[config.mk]
export PLATFORM = sky130hd
export DESIGN_NAME = ssm_top
export DESIGN_NICKNAME = d
export VERILOG_FILES = /design/src/verilog/ssm_pkg.sv /design/src/verilog/ssm_top.sv
export SDC_FILE = /design/constraint.sdc
export NUM_CORES = 1
export LEC_CHECK = 0
export ABC_AREA = 1
export BUFFER_PORTS_ARGS = -buffer_cell sky130_fd_sc_hd__buf_2
export CORE_UTILIZATION = 55
export DETAILED_ROUTE_END_ITERATION = 8
export HOLD_SLACK_MARGIN = 0.03
export PLACE_DENSITY = 0.73
export SKIP_CTS_REPAIR_TIMING = 1
export SLEW_MARGIN = 0
export SYNTH_ARGS = -nofsm -noshare
export SYNTH_HDL_FRONTEND = slang
export SYNTH_SLANG_ARGS = --single-unit
[constraint.sdc]
create_clock -name sys_clk -period 2.5 [get_ports sys_clk]
set_clock_uncertainty 0.1 [all_clocks]
set_input_delay 0.5 -clock sys_clk [delete_from_list [all_inputs] [get_ports sys_clk]]
set_output_delay 0.5 -clock sys_clk [all_outputs]
set_load 0.02 [all_outputs]
[src/verilog/ssm_pkg.sv]
// ****************************************************************
// Register map, field positions and reset values.
// ****************************************************************
package ssm_pkg;

  // Register offsets on the 8-bit register address port.
  localparam logic [7:0] SSM_OFF_IRQ_FLAGS = 8'h0C;  // peripheral_irq_flags.
  localparam logic [7:0] SSM_OFF_RX_CTRL   = 8'h18;  // receive_status_control.
  localparam logic [7:0] SSM_OFF_TX_BUF    = 8'h19;  // transmit_buffer.
  localparam logic [7:0] SSM_OFF_RX_DATA   = 8'h1A;  // receive_fifo_data.
  localparam logic [7:0] SSM_OFF_IRQ_EN    = 8'h8C;  // peripheral_irq_enables.
  localparam logic [7:0] SSM_OFF_TX_CTRL   = 8'h98;  // transmit_status_control.
  localparam logic [7:0] SSM_OFF_BAUD      = 8'h99;  // baud_divisor.

  // Bit positions in the flag and enable registers.
  localparam int SSM_B_RX_READY = 5;  // Receive data ready flag and enable.
  localparam int SSM_B_TX_EMPTY = 4;  // Transmit buffer empty flag and enable.

  // Bit positions in receive_status_control.
  localparam int SSM_B_SERIAL_PORT_ENABLE  = 7;  // Serial port enable.
  localparam int SSM_B_RX9   = 6;  // Nine-bit receive mode.
  localparam int SSM_B_SINGLE_RECEIVE_EN  = 5;  // Single receive enable.
  localparam int SSM_B_CONTINUOUS_RECEIVE_EN  = 4;  // Continuous receive enable.
  localparam int SSM_B_ADDRESS_DETECT_EN  = 3;  // Address detect enable, stored only.
  localparam int SSM_B_FRAMING_ERROR  = 2;  // Framing error, always zero here.
  localparam int SSM_B_OVERRUN_ERROR  = 1;  // Overrun error.
  localparam int SSM_B_RX_NINTH_BIT  = 0;  // Ninth bit of the FIFO head.

  // Bit positions in transmit_status_control.
  localparam int SSM_B_CLOCK_SOURCE_INTERNAL  = 7;  // Internal clock source, master.
  localparam int SSM_B_TX9   = 6;  // Nine-bit transmit mode.
  localparam int SSM_B_TRANSMIT_ENABLE  = 5;  // Transmit enable.
  localparam int SSM_B_SYNC  = 4;  // Synchronous mode select.
  localparam int SSM_B_HIGH_SPEED_BAUD_SEL  = 2;  // High speed baud select, stored only.
  localparam int SSM_B_SHIFTER_EMPTY_STATUS  = 1;  // Shift register empty status.
  localparam int SSM_B_TX_NINTH_BIT  = 0;  // Ninth transmit bit.

  // Reset value of transmit_status_control, shift register empty.
  localparam logic [7:0] SSM_TX_CTRL_RST = 8'h02;

  // Word lengths in bits, sized to the bit counters.
  localparam logic [3:0] SSM_LEN8 = 4'h8;
  localparam logic [3:0] SSM_LEN9 = 4'h9;

  // Depth of the receive FIFO.
  localparam logic [1:0] SSM_FIFO_DEPTH = 2'h2;

endpackage

[src/verilog/ssm_top.sv]
// The address-and-strobe port was decided locally.
`timescale 1ns/1ns

module ssm_top
  import ssm_pkg::*;
(
  input  wire logic       sys_clk,     // System clock, 25 MHz.
  input  wire logic       rst_b,       // Asynchronous reset, active low.
  input  wire logic [7:0] reg_addr,    // Register address.
  input  wire logic [7:0] reg_wdata,   // Register write data.
  input  wire logic       reg_wr,      // Write strobe.
  input  wire logic       reg_rd,      // Read strobe.
  output logic      [7:0] reg_rdata,   // Read data, valid the cycle after the strobe.
  output logic            irq,         // Interrupt request, level.
  input  wire logic       ck_i,        // Shift clock pin level, unused in every mode.
  output logic            ck_o,        // Shift clock pin drive value.
  output logic            ck_oe,       // Shift clock pin output enable.
  input  wire logic       dt_i,        // Serial data pin level.
  output logic            dt_o,        // Serial data pin drive value.
  output logic            dt_oe        // Serial data pin output enable.
);

  // ****************************************************************
  // State of the block.
  // ****************************************************************

  // All state lives in one packed struct so that a single process registers it.
  typedef struct packed {
    logic            dt_s1;        // First synchroniser stage of the data pin.
    logic            dt_s2;        // Second synchroniser stage of the data pin.
    logic            ck_lvl;       // Shift clock level.
    logic            ck_oe;        // Clock pin enable.
    logic            dt_o;         // Data pin value.
    logic            dt_oe;        // Data pin enable.
    logic            irq;          // Interrupt output.
    logic [7:0]      brg_cnt;      // Baud generator down counter.
    logic [7:0]      divisor;      // baud_divisor contents.
    logic            clock_source_internal;         // Internal clock source.
    logic            tx9;          // Nine-bit transmit.
    logic            transmit_enable;         // Transmit enable.
    logic            sync;         // Synchronous mode.
    logic            high_speed_baud_sel;         // High speed select, stored only.
    logic            tx_ninth_bit;         // Ninth transmit bit.
    logic            serial_port_enable;         // Serial port enable.
    logic            rx9;          // Nine-bit receive.
    logic            single_receive_en;         // Single receive enable.
    logic            continuous_receive_en;         // Continuous receive enable.
    logic            address_detect_en;         // Address detect, stored only.
    logic            overrun_error;         // Overrun error.
    logic            tx_buffer_empty_irq_en;         // Buffer empty interrupt enable.
    logic            rx_data_ready_irq_en;         // Receive interrupt enable.
    logic            tx_buffer_empty_flag;         // Buffer empty flag.
    logic [7:0]      txbuf;        // transmit_buffer contents.
    logic            buf_full;     // Buffer holds an untransferred word.
    logic [8:0]      tx_shift_reg;          // Transmit shift register.
    logic            tx_act;       // Shift register holds a word.
    logic [3:0]      tx_cnt;       // Bits driven of the current word.
    logic [8:0]      rx_shift_reg;          // Receive shift register.
    logic [3:0]      rx_cnt;       // Bits sampled of the current word.
    logic [1:0][8:0] fifo;         // Receive FIFO, ninth bit in bit 8.
    logic            fifo_rd;      // FIFO head index.
    logic [1:0]      fifo_cnt;     // FIFO fill level.
    logic [7:0]      rdata;        // Registered read data.
  } ssm_state_s;

  ssm_state_s st_r;                // Registered state.
  ssm_state_s st_nxt;              // Next state.

  // Outputs come straight from the state flip-flops.
  assign reg_rdata = st_r.rdata;
  assign irq       = st_r.irq;
  assign ck_o      = st_r.ck_lvl;
  assign ck_oe     = st_r.ck_oe;
  assign dt_o      = st_r.dt_o;
  assign dt_oe     = st_r.dt_oe;

  // Register hit decode, shared by the read and the write paths.
  function automatic logic ssm_hit(input logic [7:0] addr, input logic [7:0] off);
    ssm_hit = (addr == off);
  endfunction

  // ****************************************************************
  // Next-state logic.
  // ****************************************************************

  // Software writes are applied first, so hardware events below win over them.
  always_comb begin
    logic       brg_run;
    logic       rx_run;
    logic       tx_run;
    logic       tick;
    logic       rise;
    logic       fall;
    logic       done;
    logic       wr_tx;
    logic       push;
    logic       pop;
    logic [3:0] tx_len;
    logic [3:0] rx_len;
    logic [8:0] rx_word;
    logic       wr_idx;
    st_nxt  = st_r;
    brg_run = 1'b0;
    rx_run  = 1'b0;
    tx_run  = 1'b0;
    tick    = 1'b0;
    rise    = 1'b0;
    fall    = 1'b0;
    done    = 1'b0;
    push    = 1'b0;
    pop     = 1'b0;
    rx_word = 9'h000;
    wr_idx  = 1'b0;
    wr_tx   = reg_wr && ssm_hit(reg_addr, SSM_OFF_TX_BUF);
    tx_len  = st_r.tx9 ? SSM_LEN9 : SSM_LEN8;
    rx_len  = st_r.rx9 ? SSM_LEN9 : SSM_LEN8;

    // Data pin synchroniser; the first stage feeds only the second.
    st_nxt.dt_s1 = dt_i;
    st_nxt.dt_s2 = st_r.dt_s1;

    // Register writes.
    if (reg_wr) begin
      if (ssm_hit(reg_addr, SSM_OFF_RX_CTRL)) begin
        st_nxt.serial_port_enable = reg_wdata[SSM_B_SERIAL_PORT_ENABLE];
        st_nxt.rx9  = reg_wdata[SSM_B_RX9];
        st_nxt.single_receive_en = reg_wdata[SSM_B_SINGLE_RECEIVE_EN];
        st_nxt.continuous_receive_en = reg_wdata[SSM_B_CONTINUOUS_RECEIVE_EN];
        st_nxt.address_detect_en = reg_wdata[SSM_B_ADDRESS_DETECT_EN];
        // Only a write that clears continuous receive clears overrun.
        if (!reg_wdata[SSM_B_CONTINUOUS_RECEIVE_EN]) begin
          st_nxt.overrun_error = 1'b0;
        end
      end
      if (ssm_hit(reg_addr, SSM_OFF_TX_CTRL)) begin
        st_nxt.clock_source_internal = reg_wdata[SSM_B_CLOCK_SOURCE_INTERNAL];
        st_nxt.tx9  = reg_wdata[SSM_B_TX9];
        st_nxt.transmit_enable = reg_wdata[SSM_B_TRANSMIT_ENABLE];
        st_nxt.sync = reg_wdata[SSM_B_SYNC];
        st_nxt.high_speed_baud_sel = reg_wdata[SSM_B_HIGH_SPEED_BAUD_SEL];
        st_nxt.tx_ninth_bit = reg_wdata[SSM_B_TX_NINTH_BIT];
      end
      if (ssm_hit(reg_addr, SSM_OFF_IRQ_EN)) begin
        st_nxt.tx_buffer_empty_irq_en = reg_wdata[SSM_B_TX_EMPTY];
        st_nxt.rx_data_ready_irq_en = reg_wdata[SSM_B_RX_READY];
      end
      if (ssm_hit(reg_addr, SSM_OFF_BAUD)) begin
        st_nxt.divisor = reg_wdata;
      end
      // A buffer write fills the buffer and is the only thing that clears the flag.
      if (wr_tx) begin
        st_nxt.txbuf    = reg_wdata;
        st_nxt.buf_full = 1'b1;
        st_nxt.tx_buffer_empty_flag     = 1'b0;
      end
    end

    // Baud generator: one clock edge every divisor+1 cycles, held in reset when idle.
    brg_run = st_r.serial_port_enable && st_r.sync && (st_r.transmit_enable || st_r.continuous_receive_en || st_r.single_receive_en);
    if (!brg_run) begin
      st_nxt.brg_cnt = 8'h00;
      st_nxt.ck_lvl  = 1'b0;
    end else if (st_r.brg_cnt == 8'h00) begin
      // A fresh start hits zero at once, so the first edge is immediate.
      tick           = 1'b1;
      st_nxt.brg_cnt = st_r.divisor;
      st_nxt.ck_lvl  = !st_r.ck_lvl;
    end else begin
      st_nxt.brg_cnt = st_r.brg_cnt - 8'h01;
    end
    rise = tick && !st_r.ck_lvl;
    fall = tick && st_r.ck_lvl;

    // Either receive enable takes the port away from the transmitter.
    rx_run = st_r.serial_port_enable && st_r.sync && (st_r.continuous_receive_en || st_r.single_receive_en);
    tx_run = st_r.serial_port_enable && st_r.sync && st_r.transmit_enable && !rx_run;

    // Transmitter.
    if (!st_r.transmit_enable) begin
      // Clearing the enable aborts and resets the shifter; the buffer keeps its word.
      st_nxt.tx_act = 1'b0;
      st_nxt.tx_cnt = 4'h0;
    end else if (tx_run) begin
      // Data changes only on a rising clock edge, so it is stable at the falling one.
      if (rise && st_r.tx_act) begin
        if (st_r.tx_cnt == tx_len) begin
          // The last bit has had its falling edge; the shifter is now empty.
          st_nxt.tx_act = 1'b0;
          done          = 1'b1;
        end else begin
          st_nxt.dt_o   = st_r.tx_shift_reg[0];
          st_nxt.tx_shift_reg    = {1'b0, st_r.tx_shift_reg[8:1]};
          st_nxt.tx_cnt = st_r.tx_cnt + 4'h1;
        end
      end
      // Buffer to shifter transfer in a single cycle, whenever the shifter is empty.
      if (st_r.buf_full && (!st_r.tx_act || done)) begin
        st_nxt.tx_shift_reg      = {st_r.tx_ninth_bit, st_r.txbuf};
        st_nxt.tx_act   = 1'b1;
        st_nxt.tx_cnt   = 4'h0;
        st_nxt.buf_full = wr_tx;
        st_nxt.tx_buffer_empty_flag     = !wr_tx;
        // On the edge that ends a word the next first bit goes out at once.
        if (done) begin
          st_nxt.dt_o   = st_r.txbuf[0];
          st_nxt.tx_shift_reg    = {1'b0, st_r.tx_ninth_bit, st_r.txbuf[7:1]};
          st_nxt.tx_cnt = 4'h1;
        end
      end
    end
    // While receiving the transmitter simply holds; it is not reset.

    // Receiver: sample the synchronised data on each falling clock edge.
    if (!rx_run) begin
      st_nxt.rx_cnt = 4'h0;
    end else if (fall) begin
      if (st_r.rx9) begin
        rx_word = {st_r.dt_s2, st_r.rx_shift_reg[8:1]};
      end else begin
        rx_word = {1'b0, st_r.dt_s2, st_r.rx_shift_reg[7:1]};
      end
      st_nxt.rx_shift_reg    = rx_word;
      st_nxt.rx_cnt = st_r.rx_cnt + 4'h1;
      if (st_r.rx_cnt + 4'h1 == rx_len) begin
        st_nxt.rx_cnt = 4'h0;
        // Single receive ends itself unless continuous receive is also set.
        if (st_r.single_receive_en && !st_r.continuous_receive_en) begin
          st_nxt.single_receive_en = 1'b0;
        end
        // Overrun blocks every transfer; a full FIFO raises overrun and drops the word.
        if (!st_r.overrun_error) begin
          if (st_r.fifo_cnt == SSM_FIFO_DEPTH) begin
            st_nxt.overrun_error = 1'b1;
          end else begin
            push = 1'b1;
          end
        end
      end
    end

    // Register reads; unmapped addresses read zero.
    st_nxt.rdata = 8'h00;
    if (reg_rd) begin
      if (ssm_hit(reg_addr, SSM_OFF_IRQ_FLAGS)) begin
        st_nxt.rdata[SSM_B_RX_READY] = (st_r.fifo_cnt != 2'h0);
        st_nxt.rdata[SSM_B_TX_EMPTY] = st_r.tx_buffer_empty_flag;
      end
      if (ssm_hit(reg_addr, SSM_OFF_RX_CTRL)) begin
        st_nxt.rdata[SSM_B_SERIAL_PORT_ENABLE] = st_r.serial_port_enable;
        st_nxt.rdata[SSM_B_RX9]  = st_r.rx9;
        st_nxt.rdata[SSM_B_SINGLE_RECEIVE_EN] = st_r.single_receive_en;
        st_nxt.rdata[SSM_B_CONTINUOUS_RECEIVE_EN] = st_r.continuous_receive_en;
        st_nxt.rdata[SSM_B_ADDRESS_DETECT_EN] = st_r.address_detect_en;
        st_nxt.rdata[SSM_B_FRAMING_ERROR] = 1'b0;
        st_nxt.rdata[SSM_B_OVERRUN_ERROR] = st_r.overrun_error;
        st_nxt.rdata[SSM_B_RX_NINTH_BIT] = st_r.fifo[st_r.fifo_rd][8];
      end
      if (ssm_hit(reg_addr, SSM_OFF_TX_BUF)) begin
        st_nxt.rdata = st_r.txbuf;
      end
      if (ssm_hit(reg_addr, SSM_OFF_RX_DATA)) begin
        st_nxt.rdata = st_r.fifo[st_r.fifo_rd][7:0];
        pop          = (st_r.fifo_cnt != 2'h0);
      end
      if (ssm_hit(reg_addr, SSM_OFF_IRQ_EN)) begin
        st_nxt.rdata[SSM_B_RX_READY] = st_r.rx_data_ready_irq_en;
        st_nxt.rdata[SSM_B_TX_EMPTY] = st_r.tx_buffer_empty_irq_en;
      end
      if (ssm_hit(reg_addr, SSM_OFF_TX_CTRL)) begin
        st_nxt.rdata[SSM_B_CLOCK_SOURCE_INTERNAL] = st_r.clock_source_internal;
        st_nxt.rdata[SSM_B_TX9]  = st_r.tx9;
        st_nxt.rdata[SSM_B_TRANSMIT_ENABLE] = st_r.transmit_enable;
        st_nxt.rdata[SSM_B_SYNC] = st_r.sync;
        st_nxt.rdata[SSM_B_HIGH_SPEED_BAUD_SEL] = st_r.high_speed_baud_sel;
        st_nxt.rdata[SSM_B_SHIFTER_EMPTY_STATUS] = !st_r.tx_act;
        st_nxt.rdata[SSM_B_TX_NINTH_BIT] = st_r.tx_ninth_bit;
      end
      if (ssm_hit(reg_addr, SSM_OFF_BAUD)) begin
        st_nxt.rdata = st_r.divisor;
      end
    end

    // FIFO update; a push and a pop in the same cycle leave the level unchanged.
    wr_idx = st_r.fifo_rd ^ st_r.fifo_cnt[0];
    if (push) begin
      st_nxt.fifo[wr_idx] = rx_word;
    end
    if (pop) begin
      st_nxt.fifo_rd = !st_r.fifo_rd;
    end
    case ({push, pop})
      2'b10:   st_nxt.fifo_cnt = st_r.fifo_cnt + 2'h1;
      2'b01:   st_nxt.fifo_cnt = st_r.fifo_cnt - 2'h1;
      default: st_nxt.fifo_cnt = st_r.fifo_cnt;
    endcase

    // Interrupt request from flags gated by their enables.
    st_nxt.irq = (st_nxt.tx_buffer_empty_flag && st_nxt.tx_buffer_empty_irq_en) ||
                 ((st_nxt.fifo_cnt != 2'h0) && st_nxt.rx_data_ready_irq_en);

    // Pin enables from the next configuration, so they follow writes promptly.
    st_nxt.ck_oe = st_nxt.serial_port_enable && st_nxt.sync && st_nxt.clock_source_internal &&
                   (st_nxt.transmit_enable || st_nxt.continuous_receive_en || st_nxt.single_receive_en);
    // The data pin drives only while transmitting; it returns as soon as a
    // single receive ends with transmit still enabled.
    st_nxt.dt_oe = st_nxt.serial_port_enable && st_nxt.sync && st_nxt.transmit_enable &&
                   !(st_nxt.continuous_receive_en || st_nxt.single_receive_en);
  end

  // ****************************************************************
  // State register.
  // ****************************************************************

  // Reset loads constants only; the shifter-empty status starts set.
  always_ff @(posedge sys_clk or negedge rst_b) begin
    if (!rst_b) begin
      st_r      <= '0;
      st_r.high_speed_baud_sel <= SSM_TX_CTRL_RST[SSM_B_HIGH_SPEED_BAUD_SEL];
      st_r.tx_ninth_bit <= SSM_TX_CTRL_RST[SSM_B_TX_NINTH_BIT];
    end else begin
      st_r <= st_nxt;
    end
  end

endmodule

=== Yosys cells after proc, flatten, opt, wreduce, memory -nomap -nowiden ===
Cells that the tools add are included.

* Add/subtract/negate cells: 5
* $lt $le $gt $ge: 3
* Eq/ne operators: 19
* Muxes and demuxes: 72
* Bitwise operators: 1
* Reductions and logical operators: 47

{| class="wikitable"
|+ Operators by type and width
! cell !! number
|-
| $mux W9 || 8
|-
| $mux W8 || 7
|-
| $mux W1 || 36
|-
| $mux W15 || 2
|-
| $eq A8 B5 Y1 const B || 3
|-
| $eq A8 B8 Y1 const B || 3
|-
| $mux W24 || 1
|-
| $mux W10 || 2
|-
| $mux W4 || 5
|-
| $logic_and A1 B1 Y1 || 19
|-
| $bwmux W18 || 1
|-
| $mux W14 || 1
|-
| $mux W6 || 2
|-
| $reduce_and A2 Y1 || 6
|-
| $demux W9 S1 || 1
|-
| $add A4 B1 Y4 const B || 2
|-
| $eq A4 B4 Y1 || 2
|-
| $eq A8 B4 Y1 const B || 1
|-
| $logic_not A8 Y1 || 1
|-
| $logic_or A1 B1 Y1 || 8
|-
| $sub A8 B1 Y8 const B || 1
|-
| $logic_not A1 Y1 || 7
|-
| $mux W2 || 3
|-
| $ne A2 B1 Y1 const B || 3
|-
| other kinds (16) || 22
|}

* Bits in registers: 103
* Bits of input ports: 22
* Word-level logic and storage cells: 183

=== Longest topological paths before layout ===
Gate-level depths: netlist of run 1.

* Depth after elaboration: 16
* Mapped depth: 15
* Gate-level depth less buffers: 15

=== Least setup slack after synthesis of run 1 ===
Ideal clock, no wire load.

* Kind: register to register
* Start point: register st_r[88] (netlist name)
* End point: register st_r (netlist bit irq)
* Library setup time: 119 ps
* Arrival: 2,207 ps
* Required time: 2,281 ps
* Setup slack: 75 ps
* Cell stages (with the launch flop): 16
* Path buffers: 0
* Period minus slack after synthesis: 2,425 ps
* Cells stage by stage: dfrtp_1 -> inv_1 -> ha_1 -> nand2_4 -> nor2_8 -> nand3_4 -> inv_2 -> nand2_4 -> clkinv_1 -> nand4_1 -> ha_1 -> a21oi_1 -> o21ai_0 -> xor2_1 -> o21ai_1 -> nand2_1

{| class="wikitable"
|+ RTL lines
! what !! RTL line !! text
|-
| start, declared || ssm_top.sv:66 || <nowiki>ssm_state_s st_r;</nowiki>
|-
| start signal, assigned || ssm_top.sv:321 || <nowiki>st_r <= st_nxt;</nowiki>
|}

==> run summary, run 1 <==
Drc violations: 0
Post-synthesis cell area: 5320 um^2
Syn Nets: 694
Main synth FF type: dfrtp_1
P_leak: 0.00317 uW
Post-Syn Instances: 668
Yosys Warn Count: 0
H-tree depth: 3
CP Launch Type: register
Status: finished with violations
Die Ht: 100 um
GP Congestion: 0.872
Critical Path Slowest Stage Cell: dfrtp_1
Clk_lat worst skew: 0.38 ns
Slowest stage delay, CP: 0.41 ns
Routed wire per std cell: 14.4 um
Crit-path max FO: 3
GRT Total Usage: 26.8%
WS Path Type: register to register
DR vias/cell: 5.25
First-pass GRT wire length: 20.5 mm
MaxCap Viol Count: 0
Final Hold Viols: 0
WP data required: 2.66 ns
Synth top cells by count: nand2_1 (197), dfrtp_1 (102), inv_1 (87)
Drt total wl: 12.2 mm
Largest net degree at the start of global routing: 58
Number of diodes: 0
Share of post-route cells with drive strength above 1: 15.0%
Most numerous cell in the Yosys netlist: nand2_1
Peak supply drop: 321 uV
Grt ovf: 0
Die X: 100 um
EDFF count, synth: 0
Final worst slack: -0.0268 ns
Port bufs: 33
Final setup TNS: -0.0268 ns
Pre-antenna DRT Iters: 5
Failing checks: negative setup slack
P&R area growth vs syn: 10.4%
Final worst-path cycle share: 101%
Slew Limit Fails: 0
Synth top area share: 48.0%
Post-DP Area: 5650 um^2
Final setup viols: 1
Final core utilization: 63.0%
Num CTS Buffers: 9
Vias: 4433
CTS clk-pin slew, worst paths: 0.10 ns
Crit end category: register
Critical path's most frequent cell: o21ai_1
CP Cell Sequence: ha_1 -> a21oi_1 -> o21ai_1 -> nor2_1 -> nand2_1 -> inv_2 -> nand4_1 -> ha_1 -> a21oi_1 -> o21ai_1 -> xor2_1 -> o21ai_1 -> nand2_1
#FFs+latches synth: 102
Hold Path Class: primary input to register
Final HPWL DP: 9.09 mm
Clock period minus worst slack: 2.53 ns
Core area: 9330 um^2
Top post-synthesis cells by area: dfrtp_1 (48%), nand2_1 (14%), o21ai_0 (6.4%), inv_1 (6.1%), nand3_1 (4.0%)
RSZ-0062 raised after global routing: true
Initial Util: 57.0%
Max clock buf depth: 2
Initial antenna violation count: 0
# rows: 35
Post-synth cell types: 43
Final Instance Area: 5880 um^2
Antenna viol nets, final: 0
Syn_area_per_cell: 7.97 um^2
WP data arrival: 2.69 ns
Clock Tree Root: clkbuf_8
Worst-margin pin slew: 0.661 ns
Register area share after synthesis: 48.0%
Final nets: 736
Final hold slack: 0.122 ns
Vias in the first global route: 4194
Boundary Pins: 35
Clock tree sinks: 102
DR iter-0 viols: 277
Yosys top cell by area: dfrtp_1
Async SR Flop Fraction: 100%
Fmax: 396 MHz
Design Power: 3300 uW
PD cells: 561 nW/um^2
Worst slew margin: 55.6%
CTS tree: done
DIE AREA: 10100 um^2
-- final timing paths --
check	startpoint	to	slack (ns)	depth (start not counted)
worst min-delay path	dt_i	st_nxt[101]	0.12	1
max in group asynchronous	rst_b	st_r[19]	1.18	3
worst max register to register	st_r[30]	irq	-0.03	13
worst min register to register	st_nxt[101]	st_r[101]	0.27	0
worst max-delay path	st_r[30]	irq	-0.03	13
min in group asynchronous	rst_b	st_r[95]	0.47	2
-- layout by cell type, fill, tap and decap left out, drive strengths merged --
cell type,netlist,final
nand2,209,209
dfrtp,102,102
inv,96,97
o21ai,73,73
buf,17,52
nand3,48,48
nor2,37,37
a21oi,18,18
nand4,12,12
nor3,11,11
clkbuf,5,10
o211ai,7,7
xor2,6,6
xnor2,6,6
ha,4,4
clkinvlp,0,3
clkinv,2,3
o21bai,3,3
a31oi,2,2
o31ai,2,2
or2,2,2
a41oi,1,1
a311oi,1,1
and2,1,1
nand3b,1,1
o21a,1,1
a21o,1,1
bufinv,0,1
dlygate4sd3,0,1
-- critical path, delay by kind of cell (launching register included) --
family / cells / cell delay (ns)
buf+inv: 1 / 0.07
fa+ha+maj: 2 / 0.68
simple gates: 4 / 0.44
flops: 1 / 0.41
compound gates: 5 / 0.53
xor+xnor: 1 / 0.16
-- layer usage --
metal  GRT usage, %  up-vias  wire (um)
met2           45.0      125       5830
met5              0        -          0
met3           4.60       21        578
li1               -     2209          -
met4           9.92        0        327
met1           34.9     2078       5420
-- layout make-up --
type / instances / area [um^2]
clock buffer: 10 / 128
clock inverter: 6 / 70.1
fill: 862 / 3450
inverter: 98 / 368
multi-input combinational: 446 / 2260
sequential: 102 / 2550
tap: 129 / 161
timing repair buffer: 53 / 333
-- state kept, by name, summed over array words and instances, names as in the netlist --
signal	cells
st_r	88
reg_rdata	8
ck_o	1
ck_oe	1
dt_o	1
dt_oe	1
irq	1
st_nxt	1
-- power by group --
group	switching, uW	internal, uW
combinational	292	140
sequential	88.8	1720
clock	586	468
total	966	2330
-- kinds of logic (layout without fill, tap and decap cells) --
group	count (synthesis)	count (layout)	synth area share, %
buffers and inverters	120	167	9.50
XOR/XNOR	12	12	1.98
AO/OA/AOI/OAI	109	109	11.4
AND/OR/NAND/NOR	321	321	28.2
adder cells (fa/ha/maj)	4	4	0.941
flip-flops	102	102	48.0
-- through the flow --
step           std cells  setup slack (ns)
2_1_floorplan        668            0.0748
3_3_place_gp         824             0.101
3_5_place_dp         824            0.0565
4_1_cts              840           -0.0103
5_1_grt              844            -0.158
6_report             844           -0.0268
Power figures use the tool's default switching activity.
==> run 2: changes to the inputs <==
==> constraint.sdc (replaced) <==
create_clock -name sys_clk -period 2.5 [get_ports sys_clk]
set_clock_uncertainty 0.1 [all_clocks]
set_input_delay 0.25 -clock sys_clk [delete_from_list [all_inputs] [get_ports sys_clk]]
set_output_delay 0.25 -clock sys_clk [all_outputs]
set_load 0.02 [all_outputs]
==> run 2 against run 1 <==
Compared with the run above: the flow now finishes without violations; sequential share of layout area down 0.23 points; worst setup slack improved by 0.15 ns; worst hold slack got worse by 0.060 ns; count of clock-buffer cells in the layout did not move; design area rose by 0.53%; routed wire length fell by 2.0%; utilization up 0.34 points; sequential cell count unchanged; maximum frequency up 6.2%; combinational power barely moved; clock power hardly changed; sequential power hardly changed.
==> run summary, run 2 (synthesis results as in run 1) <==
Largest net degree at the start of global routing: 59
Initial Util: 57.0%
Number of diodes: 0
Slew Limit Fails: 0
First-pass GRT wire length: 19.7 mm
Crit-path max FO: 3
Vias in the first global route: 4076
Clk_lat worst skew: 0.37 ns
Most frequent cells in the layout: nand2_1 (197), dfrtp_1 (102), inv_1 (85), o21ai_0 (66), nand3_1 (43)
Int Pwr: 2360 uW
Drt total wl: 11.9 mm
WHS Path Cells: 3
H-tree depth: 3
Max clock buf depth: 2
Clock Power Share: 32.6%
Worst-margin pin slew: 0.849 ns
WP data arrival: 2.53 ns
DR vias/cell: 5.32
Final Hold Viols: 0
Pre-antenna DRT Iters: 6
Final worst slack: 0.121 ns
Final HPWL DP: 8.88 mm
Part of the power in registers: 54.5%
CP Cell Sequence: inv_1 -> ha_4 -> nand2_4 -> nor2_8 -> nand3_4 -> inv_4 -> nand2_4 -> clkinv_1 -> nand4_1 -> ha_1 -> a21oi_2 -> o21ai_1 -> xor2_1 -> o21ai_1 -> nand2_1
Core area: 9330 um^2
P&R area growth vs syn: 11.0%
NetSw: 959 uW
Routed wire per std cell: 14.1 um
Hold Path Class: primary input to register
Share of post-route cells with drive strength above 1: 15.4%
Pre-CTS WS: 0.0412 ns
CTS tree: done
WS Path Type: register to register
Status: finished clean
P_leak: 0.00317 uW
GP Congestion: 0.928
Critical Path Stages: 15
Crit-path leading delay family: simple AND/OR/NAND/NOR gates
Initial antenna violation count: 0
Drc violations: 0
Commonest non-fill, non-tap cell in the layout: nand2_1
Die Ht: 100 um
MaxCap Viol Count: 0
Die X: 100 um
Crit end category: register
Sw Ratio: 28.9%
Worst slew margin: 43.0%
DIE AREA: 10100 um^2
Antenna viol nets, final: 0
Final setup TNS: 0 ns
Final setup viols: 0
Max reg flops: 88
CTS clk-pin slew, worst paths: 0.10 ns
# rows: 35
PD cells: 562 nW/um^2
Peak supply drop: 318 uV
Fmax: 420 MHz
Largest reg by FF count: st_r
Grt ovf: 0
GRT Total Usage: 25.4%
Worst-case reg-to-reg path depth: 15
WP data required: 2.65 ns
Comb power frac: 12.9%
DR iter-0 viols: 237
Final nets: 734
Vias: 4482
Slowest stage delay, CP: 0.39 ns
Clock Tree Root: clkbuf_8
Crit path buffers/inverters: 3
Clock period minus worst slack: 2.38 ns
Final worst-path cycle share: 95.2%
CP Launch Type: register
Num CTS Buffers: 9
Critical Path Slowest Stage Cell: dfrtp_1
Port bufs: 33
Boundary Pins: 35
Clock tree sinks: 102
## run 2: cell types whose count changed in the layout (fill, tap and decap cells not counted), moves of 2 or more
cell,before,now
clkinvlp_4,3,1
ha_4,0,2
ha_1,4,2
buf_4,19,16
a21oi_1,18,16
a21oi_2,0,2
## run 2: worst reg2reg max path, cell delays in order (launching register included)
cell,delay [ns]
dfrtp_1,0.39
inv_1,0.09
ha_4,0.15
nand2_4,0.08
nor2_8,0.13
nand3_4,0.10
inv_4,0.08
nand2_4,0.04
clkinv_1,0.05
nand4_1,0.14
ha_1,0.36
a21oi_2,0.10
o21ai_1,0.08
xor2_1,0.18
o21ai_1,0.13
nand2_1,0.06
## run 2: metrics by stage
step	power [uW]	cells	utilization (%)	instance area, um^2	hold slack [ns]
2_1_floorplan	2120	668	-	5320	-0.146
6_report	3320	842	63.3	5910	0.0623
3_3_place_gp	2250	818	60.0	5600	0.193
3_5_place_dp	2260	818	60.0	5600	0.200
4_1_cts	3340	834	62.3	5810	-0.204
5_1_grt	3480	842	63.3	5910	0.0728
## run 2: layout make-up
cell class                      count  area [um^2]
Inverter                           98          370
Timing Repair Buffer               51          320
Multi-Input combinational cell    446         2300
Clock inverter                      6         68.8
Clock buffer                       10          138
Sequential cell                   102         2550
Tap cell                          129          161
Fill cell                         813         3420
## run 2: path summary, 6_finish.rpt
check | startpoint | endpoint | slack, ns
hold / removal | reg_wdata[0] | st_r[57] | 0.06
setup reg to reg | st_r[88] | irq | 0.12
setup / recovery | st_r[88] | irq | 0.12
max in group asynchronous | rst_b | st_r[75] | 1.27
min in group asynchronous | rst_b | st_r[95] | 0.32
hold reg to reg | st_nxt[101] | st_r[101] | 0.26
## run 2: routing by layer
| metal | routed length [um] | part of all wire, % | global-route usage (%) | up-vias |
|---|---|---|---|---|
| met2 | 5720 | 48 | 42.0 | 125 |
| met3 | 591 | 5.0 | 3.06 | 20 |
| met4 | 270 | 2.3 | 10.1 | 0 |
| met1 | 5330 | 45 | 34.1 | 2134 |
| met5 | 0 | 0 | 0 | - |
| li1 | - | - | - | 2203 |
## run 2: power groups by stage
stage | Clock (uW) | Combinational (uW) | Sequential, uW
after floorplan | 0 | 322 | 1800
after global placement | 0 | 416 | 1840
after detailed placement | 0 | 426 | 1840
after CTS | 1100 | 428 | 1810
after global routing | 1170 | 485 | 1820
final | 1080 | 429 | 1810
